File: src/include/clock_select_pkg.sv
package clock_select_pkg;
  // register addresses on the special function register port
  localparam logic [7:0] ADDR_INTERNAL_OSC_CONTROL = 8'h8A;
  localparam logic [7:0] ADDR_INTERNAL_OSC_TRIM = 8'h8B;
  localparam logic [7:0] ADDR_EXTERNAL_OSC_CONTROL = 8'h8C;
  localparam logic [7:0] ADDR_SYSTEM_CLOCK_SELECT = 8'h97;
  // values after reset
  localparam logic [7:0] RESET_INTERNAL_OSC_CONTROL = 8'hC0;
  localparam logic [7:0] RESET_EXTERNAL_OSC_CONTROL = 8'h00;
  localparam logic [7:0] RESET_SYSTEM_CLOCK_SELECT = 8'h00;
  // default trim code, arbitrary stand-in for the factory value
  localparam logic [7:0] RESET_INTERNAL_OSC_TRIM = 8'h80;
  // field positions
  localparam int BIT_INTERNAL_OSC_ENABLE = 7;
  localparam int BIT_INTERNAL_OSC_READY = 6;
  localparam int BIT_CRYSTAL_VALID = 7;
  localparam int LSB_INTERNAL_DIVIDE_SEL = 0;
  localparam int LSB_CLOCK_SOURCE_SEL = 0;
  localparam int LSB_CLOCK_OUT_DIVIDE = 4;
  localparam int LSB_EXTERNAL_MODE_SEL = 4;
  localparam int LSB_EXTERNAL_FREQ_CTRL = 0;
  // clock rate and settle counts
  localparam int CORE_CLK_MHZ = 100;
  localparam int INT_OSC_SETTLE_NS = 40;
  localparam int INT_OSC_SETTLE_CYCLES = (INT_OSC_SETTLE_NS * CORE_CLK_MHZ + 999) / 1000;
  localparam int CRYSTAL_SETTLE_EDGES = 1024;
  localparam int SWITCH_TIMEOUT_CYCLES = 256;
  // software wait before polling crystal valid
  localparam int CRYSTAL_POLL_WAIT_MS = 1;
  localparam int CRYSTAL_POLL_WAIT_CYCLES = CRYSTAL_POLL_WAIT_MS * CORE_CLK_MHZ * 1000;

  // system clock sources
  typedef enum logic [1:0] {
    SRC_INTERNAL = 2'b00,
    SRC_EXTERNAL = 2'b01,
    SRC_PLL = 2'b10,
    SRC_RESERVED = 2'b11
  } clock_source_t;

  // external oscillator modes
  localparam logic [2:0] EXT_MODE_CMOS = 3'b010;
  localparam logic [2:0] EXT_MODE_CMOS_DIV2 = 3'b011;
  localparam logic [2:0] EXT_MODE_CRYSTAL = 3'b110;
  localparam logic [2:0] EXT_MODE_CRYSTAL_DIV2 = 3'b111;
endpackage : clock_select_pkg

File: src/system_clock_source_select.sv
`timescale 1ns/10ps
`default_nettype none
module system_clock_source_select
  import clock_select_pkg::*;
#(
  parameter logic [7:0] TRIM_RESET = RESET_INTERNAL_OSC_TRIM,
  parameter int CRYSTAL_EDGES = CRYSTAL_SETTLE_EDGES,
  parameter int SWITCH_TIMEOUT = SWITCH_TIMEOUT_CYCLES
) (
  input wire logic core_clk,
  input wire logic arst_n,
  // special function register port
  input wire logic [7:0] sfr_addr,
  input wire logic [7:0] sfr_wdata,
  input wire logic sfr_write,
  input wire logic sfr_read,
  output logic [7:0] sfr_rdata,
  // oscillator pins and PLL status
  input wire logic crystal_pin_a,
  input wire logic pll_tick,
  input wire logic pll_locked,
  // oscillator controls
  output logic internal_osc_enable,
  output logic [7:0] osc_trim,
  output logic [2:0] external_mode_sel,
  output logic [2:0] external_freq_ctrl,
  // clock enables and the active source code
  output logic system_clock,
  output logic external_tick,
  output logic clock_out_tick,
  output logic [1:0] active_source
);
  // register fields
  logic [1:0] internal_divide_sel; // internal divide code
  logic [1:0] clock_source_sel; // requested source
  logic [1:0] clock_out_divide; // port pin divide code
  logic internal_osc_ready; // internal oscillator at frequency
  logic crystal_valid; // crystal settled
  logic [2:0] int_settle; // internal settle counter
  logic [10:0] xtal_edges; // crystal edge counter
  // pin synchroniser and edge detect
  logic pin_meta; // first stage, read only by pin_sync
  logic pin_sync; // second stage
  logic pin_prev; // delayed copy for edge detect
  logic ext_raw_tick; // rising edge of external clock
  logic [1:0] ext_ratio; // external divide by 2 stage
  logic ext_tick_div; // external tick after mode divide
  logic int_tick_div; // scaled internal tick
  logic sys_tick; // next system clock pulse
  logic out_tick_div; // divided system tick
  logic old_tick; // tick of the source now in use
  logic [8:0] switch_wait; // cycles since a change was requested
  logic ext_mode_on; // external circuit running
  logic is_crystal; // crystal modes

  assign ext_mode_on = external_mode_sel[2:1] != 2'b00;
  assign is_crystal = external_mode_sel[2:1] == 2'b11;

  // two flip-flops before the external pin is used
  always_ff @(posedge core_clk or negedge arst_n) begin
    if (!arst_n) begin
      pin_meta <= 1'b0;
      pin_sync <= 1'b0;
      pin_prev <= 1'b0;
    end else begin
      pin_meta <= crystal_pin_a;
      pin_sync <= pin_meta;
      pin_prev <= pin_sync;
    end
  end

  // external circuit off in modes 00x
  assign ext_raw_tick = ext_mode_on && pin_sync && !pin_prev;

  // divide by 2 stage for RC and the odd CMOS and crystal codes
  always_comb begin
    if (external_mode_sel[2:1] == 2'b10) begin
      ext_ratio = 2'b01;
    end else begin
      ext_ratio = {1'b0, external_mode_sel[0]};
    end
  end

  // external oscillator after its mode divider
  tick_divider u_ext_div (
    .core_clk(core_clk),
    .arst_n(arst_n),
    .tick_in(ext_raw_tick),
    .ratio_log2(ext_ratio),
    .tick_out(ext_tick_div)
  );

  // code 00 is /8, code 11 is /1
  tick_divider u_int_div (
    .core_clk(core_clk),
    .arst_n(arst_n),
    .tick_in(internal_osc_enable && internal_osc_ready),
    .ratio_log2(2'b11 - internal_divide_sel),
    .tick_out(int_tick_div)
  );

  // tick of the source that drives the system clock
  always_comb begin
    unique case (active_source)
      SRC_INTERNAL: old_tick = int_tick_div;
      SRC_EXTERNAL: old_tick = ext_tick_div;
      SRC_PLL: old_tick = pll_tick;
      SRC_RESERVED: old_tick = 1'b0;
    endcase
  end
  assign sys_tick = old_tick;

  // code 00 is /1, code 11 is /8
  tick_divider u_out_div (
    .core_clk(core_clk),
    .arst_n(arst_n),
    .tick_in(sys_tick),
    .ratio_log2(clock_out_divide),
    .tick_out(out_tick_div)
  );

  // register writes
  always_ff @(posedge core_clk or negedge arst_n) begin
    if (!arst_n) begin
      internal_osc_enable <= RESET_INTERNAL_OSC_CONTROL[BIT_INTERNAL_OSC_ENABLE];
      internal_divide_sel <= RESET_INTERNAL_OSC_CONTROL[1:0];
      osc_trim <= TRIM_RESET;
      external_mode_sel <= RESET_EXTERNAL_OSC_CONTROL[6:4];
      external_freq_ctrl <= RESET_EXTERNAL_OSC_CONTROL[2:0];
      clock_out_divide <= RESET_SYSTEM_CLOCK_SELECT[5:4];
      clock_source_sel <= RESET_SYSTEM_CLOCK_SELECT[1:0];
    end else if (sfr_write) begin
      unique case (sfr_addr)
        ADDR_INTERNAL_OSC_CONTROL: begin
          // enable and divide in one write
          internal_osc_enable <= sfr_wdata[BIT_INTERNAL_OSC_ENABLE];
          internal_divide_sel <= sfr_wdata[LSB_INTERNAL_DIVIDE_SEL +: 2];
        end
        ADDR_INTERNAL_OSC_TRIM: begin
          osc_trim <= sfr_wdata;
        end
        ADDR_EXTERNAL_OSC_CONTROL: begin
          // bit 3 and bit 7 are not stored
          external_mode_sel <= sfr_wdata[LSB_EXTERNAL_MODE_SEL +: 3];
          external_freq_ctrl <= sfr_wdata[LSB_EXTERNAL_FREQ_CTRL +: 3];
        end
        ADDR_SYSTEM_CLOCK_SELECT: begin
          clock_out_divide <= sfr_wdata[LSB_CLOCK_OUT_DIVIDE +: 2];
          clock_source_sel <= sfr_wdata[LSB_CLOCK_SOURCE_SEL +: 2];
        end
        default: begin
          // other addresses belong to other blocks
        end
      endcase
    end
  end

  // internal oscillator ready after a short settle
  always_ff @(posedge core_clk or negedge arst_n) begin
    if (!arst_n) begin
      int_settle <= 3'h0;
      internal_osc_ready <= RESET_INTERNAL_OSC_CONTROL[BIT_INTERNAL_OSC_READY];
    end else if (!internal_osc_enable) begin
      int_settle <= 3'h0;
      internal_osc_ready <= 1'b0;
    end else if (!internal_osc_ready) begin
      if (int_settle == 3'(INT_OSC_SETTLE_CYCLES - 1)) begin
        internal_osc_ready <= 1'b1;
      end else begin
        int_settle <= int_settle + 3'h1;
      end
    end
  end

  // crystal valid after enough edges counted while in a crystal mode
  always_ff @(posedge core_clk or negedge arst_n) begin
    if (!arst_n) begin
      xtal_edges <= 11'h000;
      crystal_valid <= 1'b0;
    end else if (!is_crystal) begin
      // cleared whenever the crystal is unused
      xtal_edges <= 11'h000;
      crystal_valid <= 1'b0;
    end else if (ext_raw_tick && !crystal_valid) begin
      if (xtal_edges == 11'(CRYSTAL_EDGES - 1)) begin
        crystal_valid <= 1'b1;
      end else begin
        xtal_edges <= xtal_edges + 11'h001;
      end
    end
  end

  // source change waits for the old source to finish a period
  always_ff @(posedge core_clk or negedge arst_n) begin
    if (!arst_n) begin
      // internal drives the system clock from reset
      active_source <= SRC_INTERNAL;
      switch_wait <= 9'h000;
    end else if (clock_source_sel == active_source || clock_source_sel == SRC_RESERVED) begin
      // reserved code keeps the current source
      switch_wait <= 9'h000;
    end else if (old_tick || switch_wait == 9'(SWITCH_TIMEOUT - 1)) begin
      // swap right after a whole old period
      // run-time switch to the requested source
      active_source <= clock_source_sel;
      switch_wait <= 9'h000;
    end else begin
      // timeout covers an old source that has stopped
      switch_wait <= switch_wait + 9'h001;
    end
  end

  // registered clock enables
  always_ff @(posedge core_clk or negedge arst_n) begin
    if (!arst_n) begin
      system_clock <= 1'b0;
      external_tick <= 1'b0;
      clock_out_tick <= 1'b0;
    end else begin
      system_clock <= sys_tick;
      // external clock for timers regardless of source
      external_tick <= ext_tick_div;
      // divided copy for the port pin
      clock_out_tick <= out_tick_div;
    end
  end

  // register reads, one cycle after the strobe
  always_ff @(posedge core_clk or negedge arst_n) begin
    if (!arst_n) begin
      sfr_rdata <= 8'h00;
    end else if (sfr_read) begin
      unique case (sfr_addr)
        ADDR_INTERNAL_OSC_CONTROL: begin
          sfr_rdata <= {internal_osc_enable, internal_osc_ready, 4'h0, internal_divide_sel};
        end
        ADDR_INTERNAL_OSC_TRIM: begin
          sfr_rdata <= osc_trim;
        end
        ADDR_EXTERNAL_OSC_CONTROL: begin
          sfr_rdata <= {crystal_valid, external_mode_sel, 1'b0, external_freq_ctrl};
        end
        ADDR_SYSTEM_CLOCK_SELECT: begin
          // lock flag seen in bit 7 of this view
          sfr_rdata <= {pll_locked, 1'b0, clock_out_divide, 2'b00, clock_source_sel};
        end
        default: begin
          sfr_rdata <= 8'h00;
        end
      endcase
    end
  end
endmodule : system_clock_source_select
`default_nettype wire

File: src/tick_divider.sv
`timescale 1ns/10ps
`default_nettype none
// passes every 2**ratio_log2-th input tick, ratio_log2 in 0..3
module tick_divider (
  input wire logic core_clk,
  input wire logic arst_n,
  input wire logic tick_in,
  input wire logic [1:0] ratio_log2,
  output logic tick_out
);
  logic [2:0] count; // free count of input ticks, wraps at 8
  logic [2:0] mask; // terminal count mask for the ratio

  // mask of the low count bits that must all be set
  always_comb begin
    unique case (ratio_log2)
      2'b00: mask = 3'h0;
      2'b01: mask = 3'h1;
      2'b10: mask = 3'h3;
      2'b11: mask = 3'h7;
    endcase
  end

  // pass at the masked terminal count; the free count is not realigned, so a ratio change can give one short period
  assign tick_out = tick_in && ((count & mask) == mask);

  // free count of input ticks
  always_ff @(posedge core_clk or negedge arst_n) begin
    if (!arst_n) begin
      count <= 3'h0;
    end else if (tick_in) begin
      count <= count + 3'h1;
    end
  end
endmodule : tick_divider
`default_nettype wire

File: config.mk
export PLATFORM = sky130hd
export DESIGN_NAME = system_clock_source_select
export DESIGN_NICKNAME = d
export VERILOG_FILES = /design/src/include/clock_select_pkg.sv /design/src/system_clock_source_select.sv /design/src/tick_divider.sv
export SDC_FILE = /design/constraint.sdc
export NUM_CORES = 1
export LEC_CHECK = 0
export ABC_CLOCK_PERIOD_IN_PS = 4160
export BUFFER_PORTS_ARGS = -buffer_cell sky130_fd_sc_hd__buf_4
export CAP_MARGIN = 20
export CORE_AREA = 3 3 86 88
export DETAILED_ROUTE_END_ITERATION = 10
export DIE_AREA = 0 0 89 91
export PLACE_DENSITY_LB_ADDON = 0.2
export SLEW_MARGIN = 25
export SYNTH_ARGS = -nofsm -noshare
export SYNTH_HDL_FRONTEND = slang
export SYNTH_SLANG_ARGS = --single-unit
File: constraint.sdc
create_clock -name core_clk -period 4.16 [get_ports core_clk]
set_input_delay 0.832 -clock core_clk [delete_from_list [all_inputs] [get_ports core_clk]]
set_output_delay 0.832 -clock core_clk [all_outputs]
set_load 0.005 [all_outputs]
==> results.txt <==
The flow ran to the end, and the final reports show no timing, DRC or antenna violations. The area of the die is 8099 um^2. After clock tree synthesis, the clock-pin slew on the worst setup and hold paths is 0.08 ns. The final number of setup-violating endpoints came out at 0. The worst endpoint required time came out at 4.38 ns.

The number of remaining DRC errors is 0. Combinational logic burns 13.0% of the power. The source of the worst register-to-register timing path is internal_osc_enable$_DFFE_PN1P_. The measured slew at the worst slew-check pin came out at 0.8556 ns. Counting flops and latches in the post-synthesis netlist gives 69. The die height is 91 um.

The leakage dissipation came out at 1.816 nW. Of the total power, the clock network draws 39.0%. The peak clock frequency supported by timing is 403.8 MHz. The final critical path takes up 59.53% of the cycle.

The distinct cell type count of the synthesized netlist came out at 58. The net count of the mapped netlist came out at 337. Of all nets on the critical path, the largest fanout is 11. The total count of max-transition violations in the final report came out at 0. The post-route netlist has 27.15% of its cells at a drive strength greater than 1. The max-capacitance violation count is 0. The post-DP HPWL came out at 4771 um. Across the VDD grid, the largest voltage drop is 0.3414 mV.

The number of rows created at floorplan came out at 30. The sequential area share after synthesis is 51.51%. Entering global routing, the biggest net connects 70 pins.

The remaining antenna violation count after routing came out at 0. STA classifies the critical path endpoint as a register. Of the total power, the share spent switching nets is 25.63%. Summing over every cut layer, the via total after detailed routing is 2511. The count of cells resized by post-cts repair came out at 0. The first detailed-routing pass took 4 iterations. The delay contributed by the slowest stage of the critical path is 0.56 ns. TritonCTS built the clock tree. The min-delay analysis places its worst path in the category reg2reg. Timing analysis after detailed placement gives a worst setup slack of 1.348 ns. The internal portion of the total power is 0.001242 W.

The final critical delay including setup and external delays came out at 2.477 ns. The critical path is of the in2reg type. The total area inside the core boundary comes to 6719 um^2. The relative area change from synthesis to final layout came out at 19.59%. The placer's final routability congestion estimate came out at 0.8286. The root buffer cell chosen for the clock tree is clkbuf_8. The final hold violation count came out at 0.

The launch instance of the worst min-delay path is pin_meta$_DFF_PN0_. The number of DRC markers after the initial detailed-route iteration is 120. The initial core utilization is 50.00%. The final hold slack came out at 0.3508 ns. The worst setup path is launched from a primary input. The H-tree was split into 3 levels. Adding up every negative setup slack in the final design gives 0 ns. The initial antenna violation count came out at 0. The synthesized area per cell came out at 10.94 um^2.

The most critical setup path has its startpoint at sfr_addr[5]. For this run, asynchronously set or reset flops after synthesis account for 100.0%. The number of antenna diodes in the final layout is 0. The count of pins on the block boundary is 51. Setup slack on the worst reg-to-reg path comes out at 1.74 ns. Dividing the detail-routed wire length by the instance count gives 15.54 um. The clock insertion delay at the later pin of the skew report came out at 0.34 ns. The via count of the first global-routing pass came out at 2447.

The count of clock tree sinks is 69. In this run, post-CTS hold repair placed 0 buffers. The setup clock skew after layout is 0.008351 ns. In this run, flip-flops and latches consume 48.0% of the power. The via density per instance came out at 5.694.

The count of yosys warnings during synthesis is 0. The overall overflow remaining after global route is 0. Buffers placed on the I/O ports in this run total 50. Walking the worst path, the cells encountered are buf_4, or3b_1, nor2_1, nand3_1, mux2_2.

Global routing used 18.44% of the available tracks. Setup repair after global routing left no endpoint under its margin. The synthesized cell area came out at 3359 um^2.

No sink is reached through more buffers than the 2 on the longest clock path. The number of synthesized flops with an enable pin is 0. Summed over all nets, the switching power comes to 0.0004280 W.

The most used flip-flop cell after synthesis is dfrtp_1. The width of the chip is 89 um. The worst max-slew margin expressed relative to the limit is 42.96%.

The minimum setup slack in the final design is 1.683 ns. The global-route wire length before repair is 11790 um. The setup fix buffers added after clock tree synthesis came out at 0. Data on the critical path arrives at its endpoint at 2.70 ns.

The cell count after synthesis is 307. Among all stages on the critical path, the largest delay is contributed by nor2_1. For this run, the post-layout net count is 386. The overall routed net length is 6854 um. The power density normalized to cell area came out at 415.7 nW/um^2. Clock tree synthesis inserted a total of 9 buffers.
-- logic make-up (layout without fill, tap and decap cells) --
group / Yosys count / count (layout) / share of synthesized area [%]
and+or+nand+nor: 95 / 95 / 15.94
DFF: 69 / 69 / 51.51
AOI/OAI and AO/OA: 67 / 67 / 14.08
buffers and inverters: 30 / 84 / 3.836
muxes: 27 / 27 / 8.901
xor gates and xnor gates: 12 / 12 / 3.128
adders and majority gates: 7 / 7 / 2.607
-- power by group through the flow --
stage / Sequential [W] / Clock [W] / Combinational (W)
3_5_place_dp: 0.000816 / 0 / 0.000218
5_1_grt: 0.000813 / 0.000703 / 0.000249
4_1_cts: 0.000803 / 0.000671 / 0.000221
2_1_floorplan: 0.000791 / 0 / 0.000151
6_report: 0.000801 / 0.000651 / 0.000218
3_3_place_gp: 0.000814 / 0 / 0.000213
-- layout by cell type, fill, tap and decap left out, types with 5 or more instances in the layout --
cell | Yosys | layout
nand2_1 | 15 | 15
xnor2_1 | 6 | 6
nor2_1 | 11 | 11
xor2_1 | 6 | 6
clkbuf_8 | 0 | 9
inv_1 | 17 | 17
nor3_1 | 13 | 13
a21oi_1 | 10 | 10
o22ai_1 | 8 | 8
buf_4 | 1 | 51
or4_1 | 5 | 5
ha_1 | 7 | 7
nand4_1 | 5 | 5
nand2b_1 | 6 | 6
dfrtp_1 | 66 | 66
mux2_2 | 23 | 23
nand3_1 | 11 | 11
o21ai_0 | 10 | 10
a22oi_1 | 5 | 5
o31ai_1 | 5 | 5
-- worst max-delay path, delay by kind of cell --
kind	cells	cell delay [ns]
buf+inv	1	0.10
simple gates	3	1.38
mux	1	0.37
-- sequential cells by signal (all words and copies together) (netlist names), 2 cells and up --
name,flops
clock_out_divide,2
external_mode_sel,3
osc_trim,8
active_source,2
external_freq_ctrl,3
sfr_rdata,8
clock_source_sel,2
switch_wait,9
xtal_edges,11
u_out_div.count,3
internal_divide_sel,2
int_settle,3
u_int_div.count,3
-- cells in the mapped netlist (3+ instances only) --
cell type,n,area [um^2]
a211oi_1,3,22.52
a21oi_1,10,50.05
a22o_1,3,26.28
a22oi_1,5,37.54
and2_1,4,25.02
buf_2,4,20.02
clkbuf_1,6,22.52
dfrtp_1,66,1652
dfstp_2,3,78.83
ha_1,7,87.58
inv_1,17,63.81
mux2_2,23,259.0
mux2i_1,4,40.04
nand2_1,15,56.30
nand2b_1,6,37.54
nand3_1,11,55.05
nand4_1,5,31.28
nor2_1,11,41.29
nor2b_1,4,25.02
nor3_1,13,65.06
nor4_1,3,18.77
o21ai_0,10,50.05
o22ai_1,8,50.05
o2bb2ai_1,4,35.03
o31ai_1,5,37.54
or3_1,3,18.77
or4_1,5,37.54
xnor2_1,6,52.55
xor2_1,6,52.55
-- final timing paths --
check                                                          end  cells past startpoint
worst max-delay path              external_mode_sel[1]$_DFFE_PN0P_                      5
worst min-delay path                            pin_sync$_DFF_PN0_                      0
worst max register to register      u_out_div.count[1]$_DFFE_PN0P_                      4
worst min register to register                  pin_sync$_DFF_PN0_                      0
max in group asynchronous       internal_divide_sel[0]$_DFFE_PN0P_                      1
min in group asynchronous                 sfr_rdata[4]$_DFFE_PN0P_                      1
-- routing by layer --
| layer | wire length [um] | vias to the layer above | GRT usage (%) |
|---|---|---|---|
| met5 | 0 | - | 0 |
| met1 | 3096 | 1208 | 24.40 |
| li1 | - | 1225 | - |
| met4 | 73 | 0 | 6.079 |
| met3 | 424 | 7 | 4.991 |
| met2 | 3260 | 71 | 29.15 |
-- through the flow --
stage	cells	util, %	power (W)	cell area [um^2]
final	441	59.80	0.001670	4018
after global routing	441	59.80	0.001765	4018
after CTS	441	59.80	0.001694	4018
after detailed placement	425	56.22	0.001034	3777
after global placement	425	56.22	0.001027	3777
after floorplan	307	-	0.0009422	3359
-- cell type report --
type	instances	area, um^2
Multi-Input combinational cell	208	1500
Clock inverter	6	112.6
Timing Repair Buffer	51	382.9
Sequential cell	69	1730
Tap cell	80	100.1
Clock buffer	10	127.6
Fill cell	580	2701
Inverter	17	63.81
No activity file was read; power rests on OpenSTA's default activity.
